## src/ptu_pkg.sv

```systemverilog
// package: register map, field layout and divider taps of the periodic tick unit
package ptu_pkg;

    // ----------------------------------------------------------------
    // register map (byte addresses, one aligned word each)
    // ----------------------------------------------------------------
    localparam logic [7:0] PTU_OFS_CONTROL = 8'h00;
    localparam logic [7:0] PTU_OFS_STATUS = 8'h04;
    localparam logic [7:0] PTU_OFS_MASK = 8'h08;

    // ----------------------------------------------------------------
    // timebase_control field positions
    // ----------------------------------------------------------------
    localparam int PTU_BIT_PENDING = 7;
    localparam int PTU_BIT_RATE_LSB = 4;
    localparam int PTU_BIT_ACK = 3;
    localparam int PTU_BIT_IRQ_EN = 2;
    localparam int PTU_BIT_ENABLE = 1;
    localparam int PTU_RATE_W = 3;

    // ----------------------------------------------------------------
    // status / mask layout
    // ----------------------------------------------------------------
    localparam int PTU_EVT_W = 2;
    localparam int PTU_EVT_TICK = 0;
    localparam int PTU_EVT_WAKE = 1;

    // ----------------------------------------------------------------
    // reset values
    // ----------------------------------------------------------------
    localparam logic [2:0] PTU_RST_RATE = 3'h0;
    localparam logic [1:0] PTU_RST_EVT = 2'h0;

    // ----------------------------------------------------------------
    // divider chain
    // ----------------------------------------------------------------
    localparam int PTU_STAGES = 18;
    localparam int PTU_TAP_W = 5;
    // flag fires when the selected tap stage itself rises
    localparam logic [4:0] PTU_TAP_R0 = 5'h11;
    localparam logic [4:0] PTU_TAP_R1 = 5'h10;
    localparam logic [4:0] PTU_TAP_R2 = 5'h0f;
    localparam logic [4:0] PTU_TAP_R3 = 5'h0e;
    localparam logic [4:0] PTU_TAP_R4 = 5'h05;
    localparam logic [4:0] PTU_TAP_R5 = 5'h04;
    localparam logic [4:0] PTU_TAP_R6 = 5'h03;
    localparam logic [4:0] PTU_TAP_R7 = 5'h02;

    // ----------------------------------------------------------------
    // wishbone request carrier
    // ----------------------------------------------------------------
    typedef struct packed {
        logic cyc;
        logic stb;
        logic we;
        logic [7:0] adr;
        logic [3:0] sel;
        logic [31:0] dat;
    } ptu_wb_req_t;

    function automatic logic [4:0] ptu_tap(input logic [2:0] rate);
        logic [4:0] t;
        t = PTU_TAP_R0;
        case (rate)
            3'h0: t = PTU_TAP_R0;
            3'h1: t = PTU_TAP_R1;
            3'h2: t = PTU_TAP_R2;
            3'h3: t = PTU_TAP_R3;
            3'h4: t = PTU_TAP_R4;
            3'h5: t = PTU_TAP_R5;
            3'h6: t = PTU_TAP_R6;
            default: t = PTU_TAP_R7;
        endcase
        return t;
    endfunction

endpackage

```

## src/ptu_divider.sv

```systemverilog
// module: 18-stage divider chain with selectable overflow tap
`timescale 1ns/1ns
module ptu_divider #(
    parameter int STAGES = ptu_pkg::PTU_STAGES
) (
    // clock and reset
    input wire logic clk_i,
    input wire logic rst_i,
    // control
    input wire logic clear_i,
    input wire logic step_i,
    input wire logic [2:0] rate_i,
    // results
    output logic [STAGES-1:0] count_o,
    output logic event_o
);
    import ptu_pkg::*;

    if (STAGES != PTU_STAGES) begin : g_check
        $error("ptu_divider: tap table serves exactly 18 stages");
    end

    logic [STAGES-1:0] next_count;
    logic [4:0] tap;
    logic next_event;

    assign next_count = clear_i ? '0 : (step_i ? count_o + 1'b1 : count_o);
    assign tap = ptu_tap(rate_i);
    // rising edge of the tap stage itself: half period first, full period after
    assign next_event = step_i & ~clear_i & next_count[tap] & ~count_o[tap];

    always_ff @(posedge clk_i) begin
        if (rst_i) begin
            count_o <= '0;
            event_o <= 1'b0;
        end else begin
            count_o <= next_count;
            event_o <= next_event;
        end
    end

endmodule

```

## src/ptu_top.sv

```systemverilog
// module: periodic tick unit with wishbone register slave and interrupt logic
//
// Our own choices: the register addresses and register access over Wishbone.
`timescale 1ns/1ns

// Summary of operation
// - counter held at zero while tick_enable is clear, counts oscillator cycles when set
// - divider is an 18-stage chain with eight selectable overflow taps
// - overflow at the selected tap sets the pending flag
// - interrupt request while pending flag and tick_irq_enable are both one
// - first flag after enable comes at about half the selected period
// - later flags come at exactly the selected period
// - rate codes 0..7 divide by 262144,131072,65536,32768,64,32,16,8
// - acknowledge bit is write-only, reads zero, writing one clears pending
// - pending flag is read-only; writes to its bit are ignored
// - reset clears enable; toggling enable off then on restarts counter
// - in wait mode counting continues but the register is not accessible
// - in stop mode counting only with oscillator kept; register inaccessible
module ptu_top #(
    parameter int STAGES = ptu_pkg::PTU_STAGES
) (
    // clock and reset
    input wire logic clk_i,
    input wire logic rst_i,
    // wishbone slave
    input wire ptu_pkg::ptu_wb_req_t wb_req_i,
    output logic [31:0] wb_dat_o,
    output logic wb_ack_o,
    // oscillator and power modes
    input wire logic oscillator_clock_i,
    input wire logic wait_mode_i,
    input wire logic stop_mode_i,
    input wire logic stop_osc_keep_i,
    // interrupts
    output logic tick_irq_o,
    output logic irq_o
);
    import ptu_pkg::*;

    if (STAGES < PTU_STAGES) begin : g_check
        $error("ptu_top: fewer than 18 divider stages");
    end

    // ----------------------------------------------------------------
    // oscillator synchroniser and step detect
    // ----------------------------------------------------------------
    logic osc_meta;
    logic osc_sync;
    logic osc_prev;
    logic osc_step;
    assign osc_step = osc_sync & ~osc_prev;

    // ----------------------------------------------------------------
    // control state
    // ----------------------------------------------------------------
    logic tick_enable;
    logic tick_irq_enable;
    logic [PTU_RATE_W-1:0] tick_rate_select;
    logic tick_pending_flag;
    logic [PTU_EVT_W-1:0] evt_status;
    logic [PTU_EVT_W-1:0] evt_mask;

    // ----------------------------------------------------------------
    // bus decode
    // ----------------------------------------------------------------
    logic bus_req;
    logic bus_blocked;
    logic bus_go;
    logic wr_go;
    logic rd_go;
    logic hit_ctl;
    logic hit_stat;
    logic hit_mask;
    logic ack_write;
    logic [7:0] ctl_read;
    logic [31:0] read_mux;

    assign bus_req = wb_req_i.cyc & wb_req_i.stb & ~wb_ack_o;
    // the cpu cannot reach the register in wait or stop; access is answered but inert
    assign bus_blocked = wait_mode_i | stop_mode_i;
    assign bus_go = bus_req & ~bus_blocked;
    assign wr_go = bus_go & wb_req_i.we & wb_req_i.sel[0];
    assign rd_go = bus_go & ~wb_req_i.we;
    assign hit_ctl = wb_req_i.adr == PTU_OFS_CONTROL;
    assign hit_stat = wb_req_i.adr == PTU_OFS_STATUS;
    assign hit_mask = wb_req_i.adr == PTU_OFS_MASK;
    assign ack_write = wr_go & hit_ctl & wb_req_i.dat[PTU_BIT_ACK];

    // acknowledge bit always reads as zero, bit 0 reserved
    assign ctl_read = {tick_pending_flag, tick_rate_select, 1'b0, tick_irq_enable,
                       tick_enable, 1'b0};
    assign read_mux = hit_ctl ? {24'h000000, ctl_read} :
                      hit_stat ? {{(32-PTU_EVT_W){1'b0}}, evt_status} :
                      hit_mask ? {{(32-PTU_EVT_W){1'b0}}, evt_mask} : 32'h00000000;

    // ----------------------------------------------------------------
    // divider
    // ----------------------------------------------------------------
    logic div_run;
    logic div_clear;
    logic [STAGES-1:0] div_count;
    logic div_event;

    // with stop and no kept oscillator the chain freezes rather than clears
    assign div_run = osc_step & (~stop_mode_i | stop_osc_keep_i);
    assign div_clear = ~tick_enable;

    // rate is sampled live, so a change while enabled may skip or add a tick
    ptu_divider #(
        .STAGES(STAGES)
    ) u_divider (
        .clk_i(clk_i),
        .rst_i(rst_i),
        .clear_i(div_clear),
        .step_i(div_run),
        .rate_i(tick_rate_select),
        .count_o(div_count),
        .event_o(div_event)
    );

    // ----------------------------------------------------------------
    // next values
    // ----------------------------------------------------------------
    logic next_pending;
    logic [PTU_EVT_W-1:0] evt_in;
    logic [PTU_EVT_W-1:0] evt_clear;
    logic [PTU_EVT_W-1:0] next_status;
    logic next_irq;
    logic next_tick_irq;

    // a new overflow wins over an acknowledge in the same cycle
    assign next_pending = div_event | (tick_pending_flag & ~ack_write);
    assign evt_in = {div_event & stop_mode_i, div_event};
    assign evt_clear = (wr_go & hit_stat) ? wb_req_i.dat[PTU_EVT_W-1:0] : PTU_RST_EVT;
    assign next_status = evt_in | (evt_status & ~evt_clear);
    assign next_tick_irq = next_pending & tick_irq_enable;
    assign next_irq = |(next_status & evt_mask);

    // ----------------------------------------------------------------
    // registers
    // ----------------------------------------------------------------
    always_ff @(posedge clk_i) begin
        if (rst_i) begin
            osc_meta <= 1'b0;
            osc_sync <= 1'b0;
            osc_prev <= 1'b0;
        end else begin
            osc_meta <= oscillator_clock_i;
            osc_sync <= osc_meta;
            osc_prev <= osc_sync;
        end
    end

    always_ff @(posedge clk_i) begin
        if (rst_i) begin
            tick_enable <= 1'b0;
            tick_irq_enable <= 1'b0;
            tick_rate_select <= PTU_RST_RATE;
            tick_pending_flag <= 1'b0;
        end else begin
            tick_pending_flag <= next_pending;
            if (wr_go && hit_ctl) begin
                tick_enable <= wb_req_i.dat[PTU_BIT_ENABLE];
                tick_irq_enable <= wb_req_i.dat[PTU_BIT_IRQ_EN];
                tick_rate_select <= wb_req_i.dat[PTU_BIT_RATE_LSB +: PTU_RATE_W];
            end
        end
    end

    always_ff @(posedge clk_i) begin
        if (rst_i) begin
            evt_status <= PTU_RST_EVT;
            evt_mask <= PTU_RST_EVT;
            tick_irq_o <= 1'b0;
            irq_o <= 1'b0;
        end else begin
            evt_status <= next_status;
            tick_irq_o <= next_tick_irq;
            irq_o <= next_irq;
            if (wr_go && hit_mask) begin
                evt_mask <= wb_req_i.dat[PTU_EVT_W-1:0];
            end
        end
    end

    always_ff @(posedge clk_i) begin
        if (rst_i) begin
            wb_ack_o <= 1'b0;
            wb_dat_o <= 32'h00000000;
        end else begin
            wb_ack_o <= bus_req;
            wb_dat_o <= rd_go ? read_mux : 32'h00000000;
        end
    end

    // ----------------------------------------------------------------
    // assertions
    // ----------------------------------------------------------------
    logic [4:0] chk_tap;
    logic [STAGES-1:0] chk_low;
    assign chk_tap = ptu_tap(tick_rate_select);
    assign chk_low = div_count & ((({{(STAGES-1){1'b0}}, 1'b1}) << chk_tap) - 1'b1);
endmodule

```

## config.mk

```make
export PLATFORM = sky130hd
export DESIGN_NAME = ptu_top
export DESIGN_NICKNAME = d
export VERILOG_FILES = /design/src/ptu_pkg.sv /design/src/ptu_divider.sv /design/src/ptu_top.sv
export SDC_FILE = /design/constraint.sdc
export NUM_CORES = 1
export LEC_CHECK = 0
export ABC_AREA = 1
export BUFFER_PORTS_ARGS = -buffer_cell sky130_fd_sc_hd__clkbuf_2
export CORE_MARGIN = 2
export CORE_UTILIZATION = 49
export DETAILED_ROUTE_END_ITERATION = 8
export GPL_TIMING_DRIVEN = 0
export PLACE_DENSITY = 0.92
export SLEW_MARGIN = 20
export SYNTH_ARGS = -nofsm -noshare
export SYNTH_HDL_FRONTEND = slang
export SYNTH_SLANG_ARGS = --single-unit
```

## constraint.sdc

```tcl
create_clock -name clk_i -period 2.05 [get_ports clk_i]
set_input_delay 0.3075 -clock clk_i [delete_from_list [all_inputs] [get_ports clk_i]]
set_output_delay 0.3075 -clock clk_i [all_outputs]
set_load 0.1 [all_outputs]
```

## After elaboration in Yosys (flattened, before gate mapping)

Index checks and enable logic that the tools add are counted.

| storage, ports and cells | value |
|---|---|
| input port bits | 53 |
| flip-flop bits (word level) | 67 |

| cells by class | value |
|---|---|
| add/sub/neg operators | 1 |
| reductions and logical operators | 8 |
| bitwise gates (word level) | 32 |
| order comparisons | 1 |
| mux-type cells | 11 |
| equality and inequality tests | 8 |

Operators with widths:

| operator | count |
|---|---|
| 2-to-1 mux 18 bit | 2 |
| one-hot mux 5 bit (7 select lines) | 1 |
| adder 18 x 1 -> 18 bit (second input constant) | 1 |
| AND 1 bit | 17 |
| binary-select mux 1 bit (select 5 bit) | 2 |
| == test 3 bit (second input constant) | 3 |
| == test 8 x 3 -> 1 bit (second input constant) | 1 |
| == test 8 x 4 -> 1 bit (second input constant) | 1 |
| logical NOT 8 bit | 1 |
| 2-to-1 mux 8 bit | 1 |
| inverter 1 bit | 8 |
| == test 3 x 2 -> 1 bit (second input constant) | 2 |
| < comparator 5 x 6 -> 1 bit (second input constant) | 1 |
| 2-to-1 mux 2 bit | 3 |
| AND 2 bit | 2 |
| OR reduction 2 bit | 2 |
| OR reduction 4 bit | 1 |
| == test 3 x 1 -> 1 bit (second input constant) | 1 |
| logical NOT 3 bit | 1 |
| bitwise OR 1 bit | 3 |
| OR reduction 3 bit | 1 |
| logical AND 1 bit | 2 |
| 2-to-1 mux 1 bit | 2 |
| inverter 2 bit | 1 |
| bitwise OR 2 bit | 1 |

## Depth between registers and ports, before layout

| depth | value |
|---|---|
| depth in word-level cells | 12 |
| mapped depth | 13 |
| depth with buffers taken out | 13 |

## Modules after synthesis

From an unflattened synthesis, not the netlist that was laid out.

| unflattened totals | value |
|---|---|
| cells, all modules | 326 |
| area, all modules | 2,278.4 µm² |

Modules (own cells, without submodules):

| module | instances | sequential area each (µm²) | area each (µm²) | cells each |
|---|---|---|---|---|
| ptu_top | 1 | 460.4 | 1,161.1 | 150 |
| ptu_divider | 1 | 380.4 | 1,117.3 | 176 |

## Worst setup path before layout

No wires, ideal clock.

| path | value |
|---|---|
| path kind | reg-to-reg |
| start | register wb_ack_o |
| end | register tick_enable |
| data arrival time | 1.645 ns |
| data required time | 1.979 ns |
| stages on the path, launching flop included | 7 |
| setup time | 0.071 ns |
| path slack | 0.335 ns |
| period minus slack after synthesis | 1.715 ns |
| cells stage by stage | dfxtp_1 > nor2_1 > nand4_1 > inv_1 > nand2_1 > o21ai_0 > a21oi_1 |

| on the way | value |
|---|---|
| cells in the longest elaborated chain, start to end | 6 |

Ends and longest elaborated chain:

| what | line | source |
|---|---|---|
| start, declared | ptu_top.sv:28 | `output logic wb_ack_o,` |
| start signal, assigned | ptu_top.sv:191 | `wb_ack_o <= bus_req;` |
| inverter 1 bit | ptu_top.sv:78 | `assign bus_req = wb_req_i.cyc & wb_req_i.stb & ~wb_ack_o;` |
| AND 1 bit | ptu_top.sv:78 |  |
| AND 1 bit | ptu_top.sv:81 | `assign bus_go = bus_req & ~bus_blocked;` |
| AND 1 bit (2 in a row) | ptu_top.sv:82 | `assign wr_go = bus_go & wb_req_i.we & wb_req_i.sel[0];` |
| logical AND 1 bit | ptu_top.sv:162 | `if (wr_go && hit_ctl) begin` |
| end signal, assigned | ptu_top.sv:163 | `tick_enable <= wb_req_i.dat[PTU_BIT_ENABLE];` |
| end, declared | ptu_top.sv:56 | `logic tick_enable;` |

No other way between the ends.
A chain may end at the register's enable or synchronous reset.

## Worst setup path in the final report

| path | value |
|---|---|
| start | register u_divider.count_o[1] |
| end | register u_divider.event_o |

| on the way | value |
|---|---|
| cells in the longest elaborated chain, start to end | 7 |

Ends and longest elaborated chain:

| what | line | source |
|---|---|---|
| start, declared | ptu_divider.sv:14 | `output logic [STAGES-1:0] count_o,` |
| start signal, assigned | ptu_divider.sv:37 | `count_o <= next_count;` |
| adder 18 x 1 -> 18 bit | ptu_divider.sv:27 | `assign next_count = clear_i ? '0 : (step_i ? count_o + 1'b1 : count_o);` |
| 2-to-1 mux 18 bit (2 in a row) | ptu_divider.sv:27 |  |
| binary-select mux 1 bit (select 5 bit) | ptu_divider.sv:30 | `assign next_event = step_i & ~clear_i & next_count[tap] & ~count_o[tap];` |
| 2-to-1 mux 1 bit (not written as such) | ptu_divider.sv:30 |  |
| AND 1 bit | ptu_divider.sv:30 |  |
| AND 1 bit * | ptu_divider.sv:30 |  |
| end signal, assigned | ptu_divider.sv:38 | `event_o <= next_event;` |
| end, declared | ptu_divider.sv:15 | `output logic event_o` |

Every way passes the cells marked *; elsewhere a longest branch is shown, timed or not. The select of a mux whose other input is x is not followed.

==> flow_metrics.tcl <==
set metrics [dict create \
    drtAntennaViolNets 0 \
    status "completed" \
    worstMarginPinSlew_ps 538 \
    drive_gt1_frac 0.216 \
    post-route-min-period_ps 1710 \
    antennaDiodeCount 0 \
    clockRootBuffer "clkbuf_8" \
    grt_util_all_layers 0.212 \
    fin_skew_ps 10.5 \
    synth-seq-area-share 0.366 \
    worstPathCellList "ha_1 > nand2_1 > inv_2 > nand3_2 > nor2_8 > nand3_1 > nand2_1 > nand2_1 > nand3_1 > nand3_1 > nand3_1 > nor2_2" \
    antenna_found_initial 0 \
    post_synth_main_area_contributors "dfxtp_1 37%, nand2_1 8.5%, buf_4 8.2%" \
    grt_max_degree 14 \
    critPathSlowestCell "dfxtp_1" \
    via_count 2290 \
    cpMostUsedCell "nand3_1" \
    start_util 0.516 \
    max_freq_ghz 0.583 \
    report.final.slew_viol_count 0 \
    finalHoldViolations 0 \
    cp-end-kind "flip-flop" \
    postCtsHoldBufs 0 \
    crit_type "reg2reg" \
    multiInputGateArea_mm2 0.00114 \
    clk_latency_ps 310 \
    tritoncts "built" \
    p_leak_nw 1.32 \
    avgSynthCellArea_um2 6.87 \
    row_count 24 \
    place.gp.congestion 0.902 \
    die_area_mm2 0.00525 \
    hold_class "in2reg" \
    wl_mm 5.21 \
    yosys_warnings 0 \
    cpPeakStageDelay_ps 380 \
    grt_pass1_wl_mm 8.77 \
    dp_hpwl_mm 4.04 \
    nFillCells 403 \
    die_w_um 72.4 \
    synth_cell_types 30 \
    drc 0 \
    peakVddDrop_v 0.000303 \
    cp_max_fo 9 \
    cts-buffers-inserted 5 \
    post_drt_wl_per_cell_um 11.6 \
    regArea_um2 841 \
    crit_arrival_ps 1930 \
    ctsResizeCount 0 \
    clk_pin_slew_ps 80 \
    power_density_mw_per_mm2 657 \
    fin_crit_sh 0.836 \
    synth_seq_cells 42 \
    synth_top_cell_area_share 0.366 \
    area_delta_synth_final_pct 18.8 \
    clockBufferDepth 2 \
    rsz0062_at_grt "no" \
    cts_setup_buffers 0 \
    fin_nets 452 \
    setup_viol 0 \
    dr.pass1.iters 4 \
    cts_max_level 2 \
    avgViaCountPerCell 5.08 \
    syn_area_mm2 0.00229 \
    grt.overflow.total 0 \
    core_mm2 0.00444 \
    cp_data_required_time_ps 2260 \
    dieHeight_um 72.4 \
    layout.cells.non_filler 451 \
    io_buffer_count 33 \
    ios 88 \
    grt_pass1_vias 2072 \
    maxCapViolCount 0 \
    dpl.cell_count 443 \
    setup-tns-final_ps 0 \
    slew_headroom 0.641 \
    start_kind "flip-flop" \
    synth_area_leader_cell "dfxtp_1" \
    syn_inst 334 \
    clkSinkCount 42 \
    dr.first_iter.drc_count 159 \
]
## final timing paths
kind | startpoint | to | slack, ps | depth (start not counted)
max | u_divider.count_o[1]$_SDFF_PP0_ | u_divider.event_o$_SDFF_PP0_ | 340 | 12
min | oscillator_clock_i | osc_meta$_SDFF_PP0_ | 180 | 3
max reg2reg | u_divider.count_o[1]$_SDFF_PP0_ | u_divider.event_o$_SDFF_PP0_ | 340 | 12
min reg2reg | osc_meta$_SDFF_PP0_ | osc_sync$_SDFF_PP0_ | 420 | 2
## routing by layer
layer  up-vias  part of all wire  global-route usage
li1       1162                 -                   -
met4         0             0.021              0.0885
met1      1004              0.41               0.251
met5         -                 0                   0
met2       110              0.49               0.366
met3        14             0.081              0.0514
## cell families (layout without fill, tap and decap cells)
kind of cell / after synthesis / count (layout) / share of synthesized area
fa+ha+maj: 1 / 1 / 0.00545
compound gates: 44 / 44 / 0.102
buf+inv: 81 / 122 / 0.175
other cells: 1 / 25 / 0.00163
simple gates: 165 / 165 / 0.350
flops: 42 / 42 / 0.366
## metrics by stage
step                worst slack [ps]  hold slack, ps  power, W  utilization  instance area (um^2)
floorplan                        335             388   0.00111            -                  2380
global placement                 426             392   0.00114        0.588                  2620
detailed placement               376             404   0.00115        0.588                  2620
CTS                              356             175   0.00180        0.613                  2730
global route                     189             196   0.00184        0.613                  2730
finish                           336             175   0.00179        0.613                  2730
## flip-flops by register name (all words and copies together) (netlist names), 2 cells and up
register,flops
tick_rate_select,3
u_divider.count_o,18
wb_dat_o,7
evt_status,2
evt_mask,2
## where the power goes
group	switching (W)	total (W)	internal (W)
combinational	0.000251	0.000309	0.0000580
sequential	0.00000160	0.000820	0.000818
clock	0.000299	0.000663	0.000363
total	0.000551	0.00179	0.00124
## critical path: cells and delay by family, from the launching register on
| family | cells | cell delay (ps) |
|---|---|---|
| simple gates | 10 | 960 |
| flops | 1 | 380 |
| fa+ha+maj | 1 | 200 |
| buf+inv | 1 | 90 |
## synth_stat cells, drive strengths merged
library cell / instances
a21oi: 20
o211ai: 2
inv: 49
nor4: 4
nor3: 8
dfxtp: 42
nor2: 49
or2: 3
clkbuf: 4
nand4: 12
o21ai: 19
and2: 1
a22oi: 1
conb: 1
a22o: 1
nand2: 54
buf: 28
nand3: 34
o31ai: 1
ha: 1
## cell usage in the layout (no fill, tap or decap)
master and instances:
nor4_2 1, nand3_1 31, bufinv_16 1, nor2_8 1, nand3_2 3, buf_4 25
nor3_1 8, o21ai_0 19, nor2_4 2, nand4_1 12, nor2_1 43, inv_2 3
nor4_4 1, nand2_2 2, clkbuf_8 5, conb_1 25, and2_1 1, o211ai_1 2
nor2_2 3, clkbuf_1 5, or2_2 2, dfxtp_1 42, or2_1 1, inv_1 46
ha_1 1, o31ai_1 1, nor4_1 2, a21oi_1 20, nand2_1 52, clkinvlp_4 1
buf_2 3, a22o_1 1, clkbuf_2 33, a22oi_1 1
## area by class of cell
type,count,share of cell area
Buffer,32,0.0799
Multi-Input combinational cell,235,0.419
Clock inverter,2,0.0138
Clock buffer,6,0.0266
Timing Repair Buffer,33,0.0606
Tap cell,52,0.0239
Inverter,49,0.0675
Sequential cell,42,0.309
Note: power is estimated with default switching activity, not from simulation.
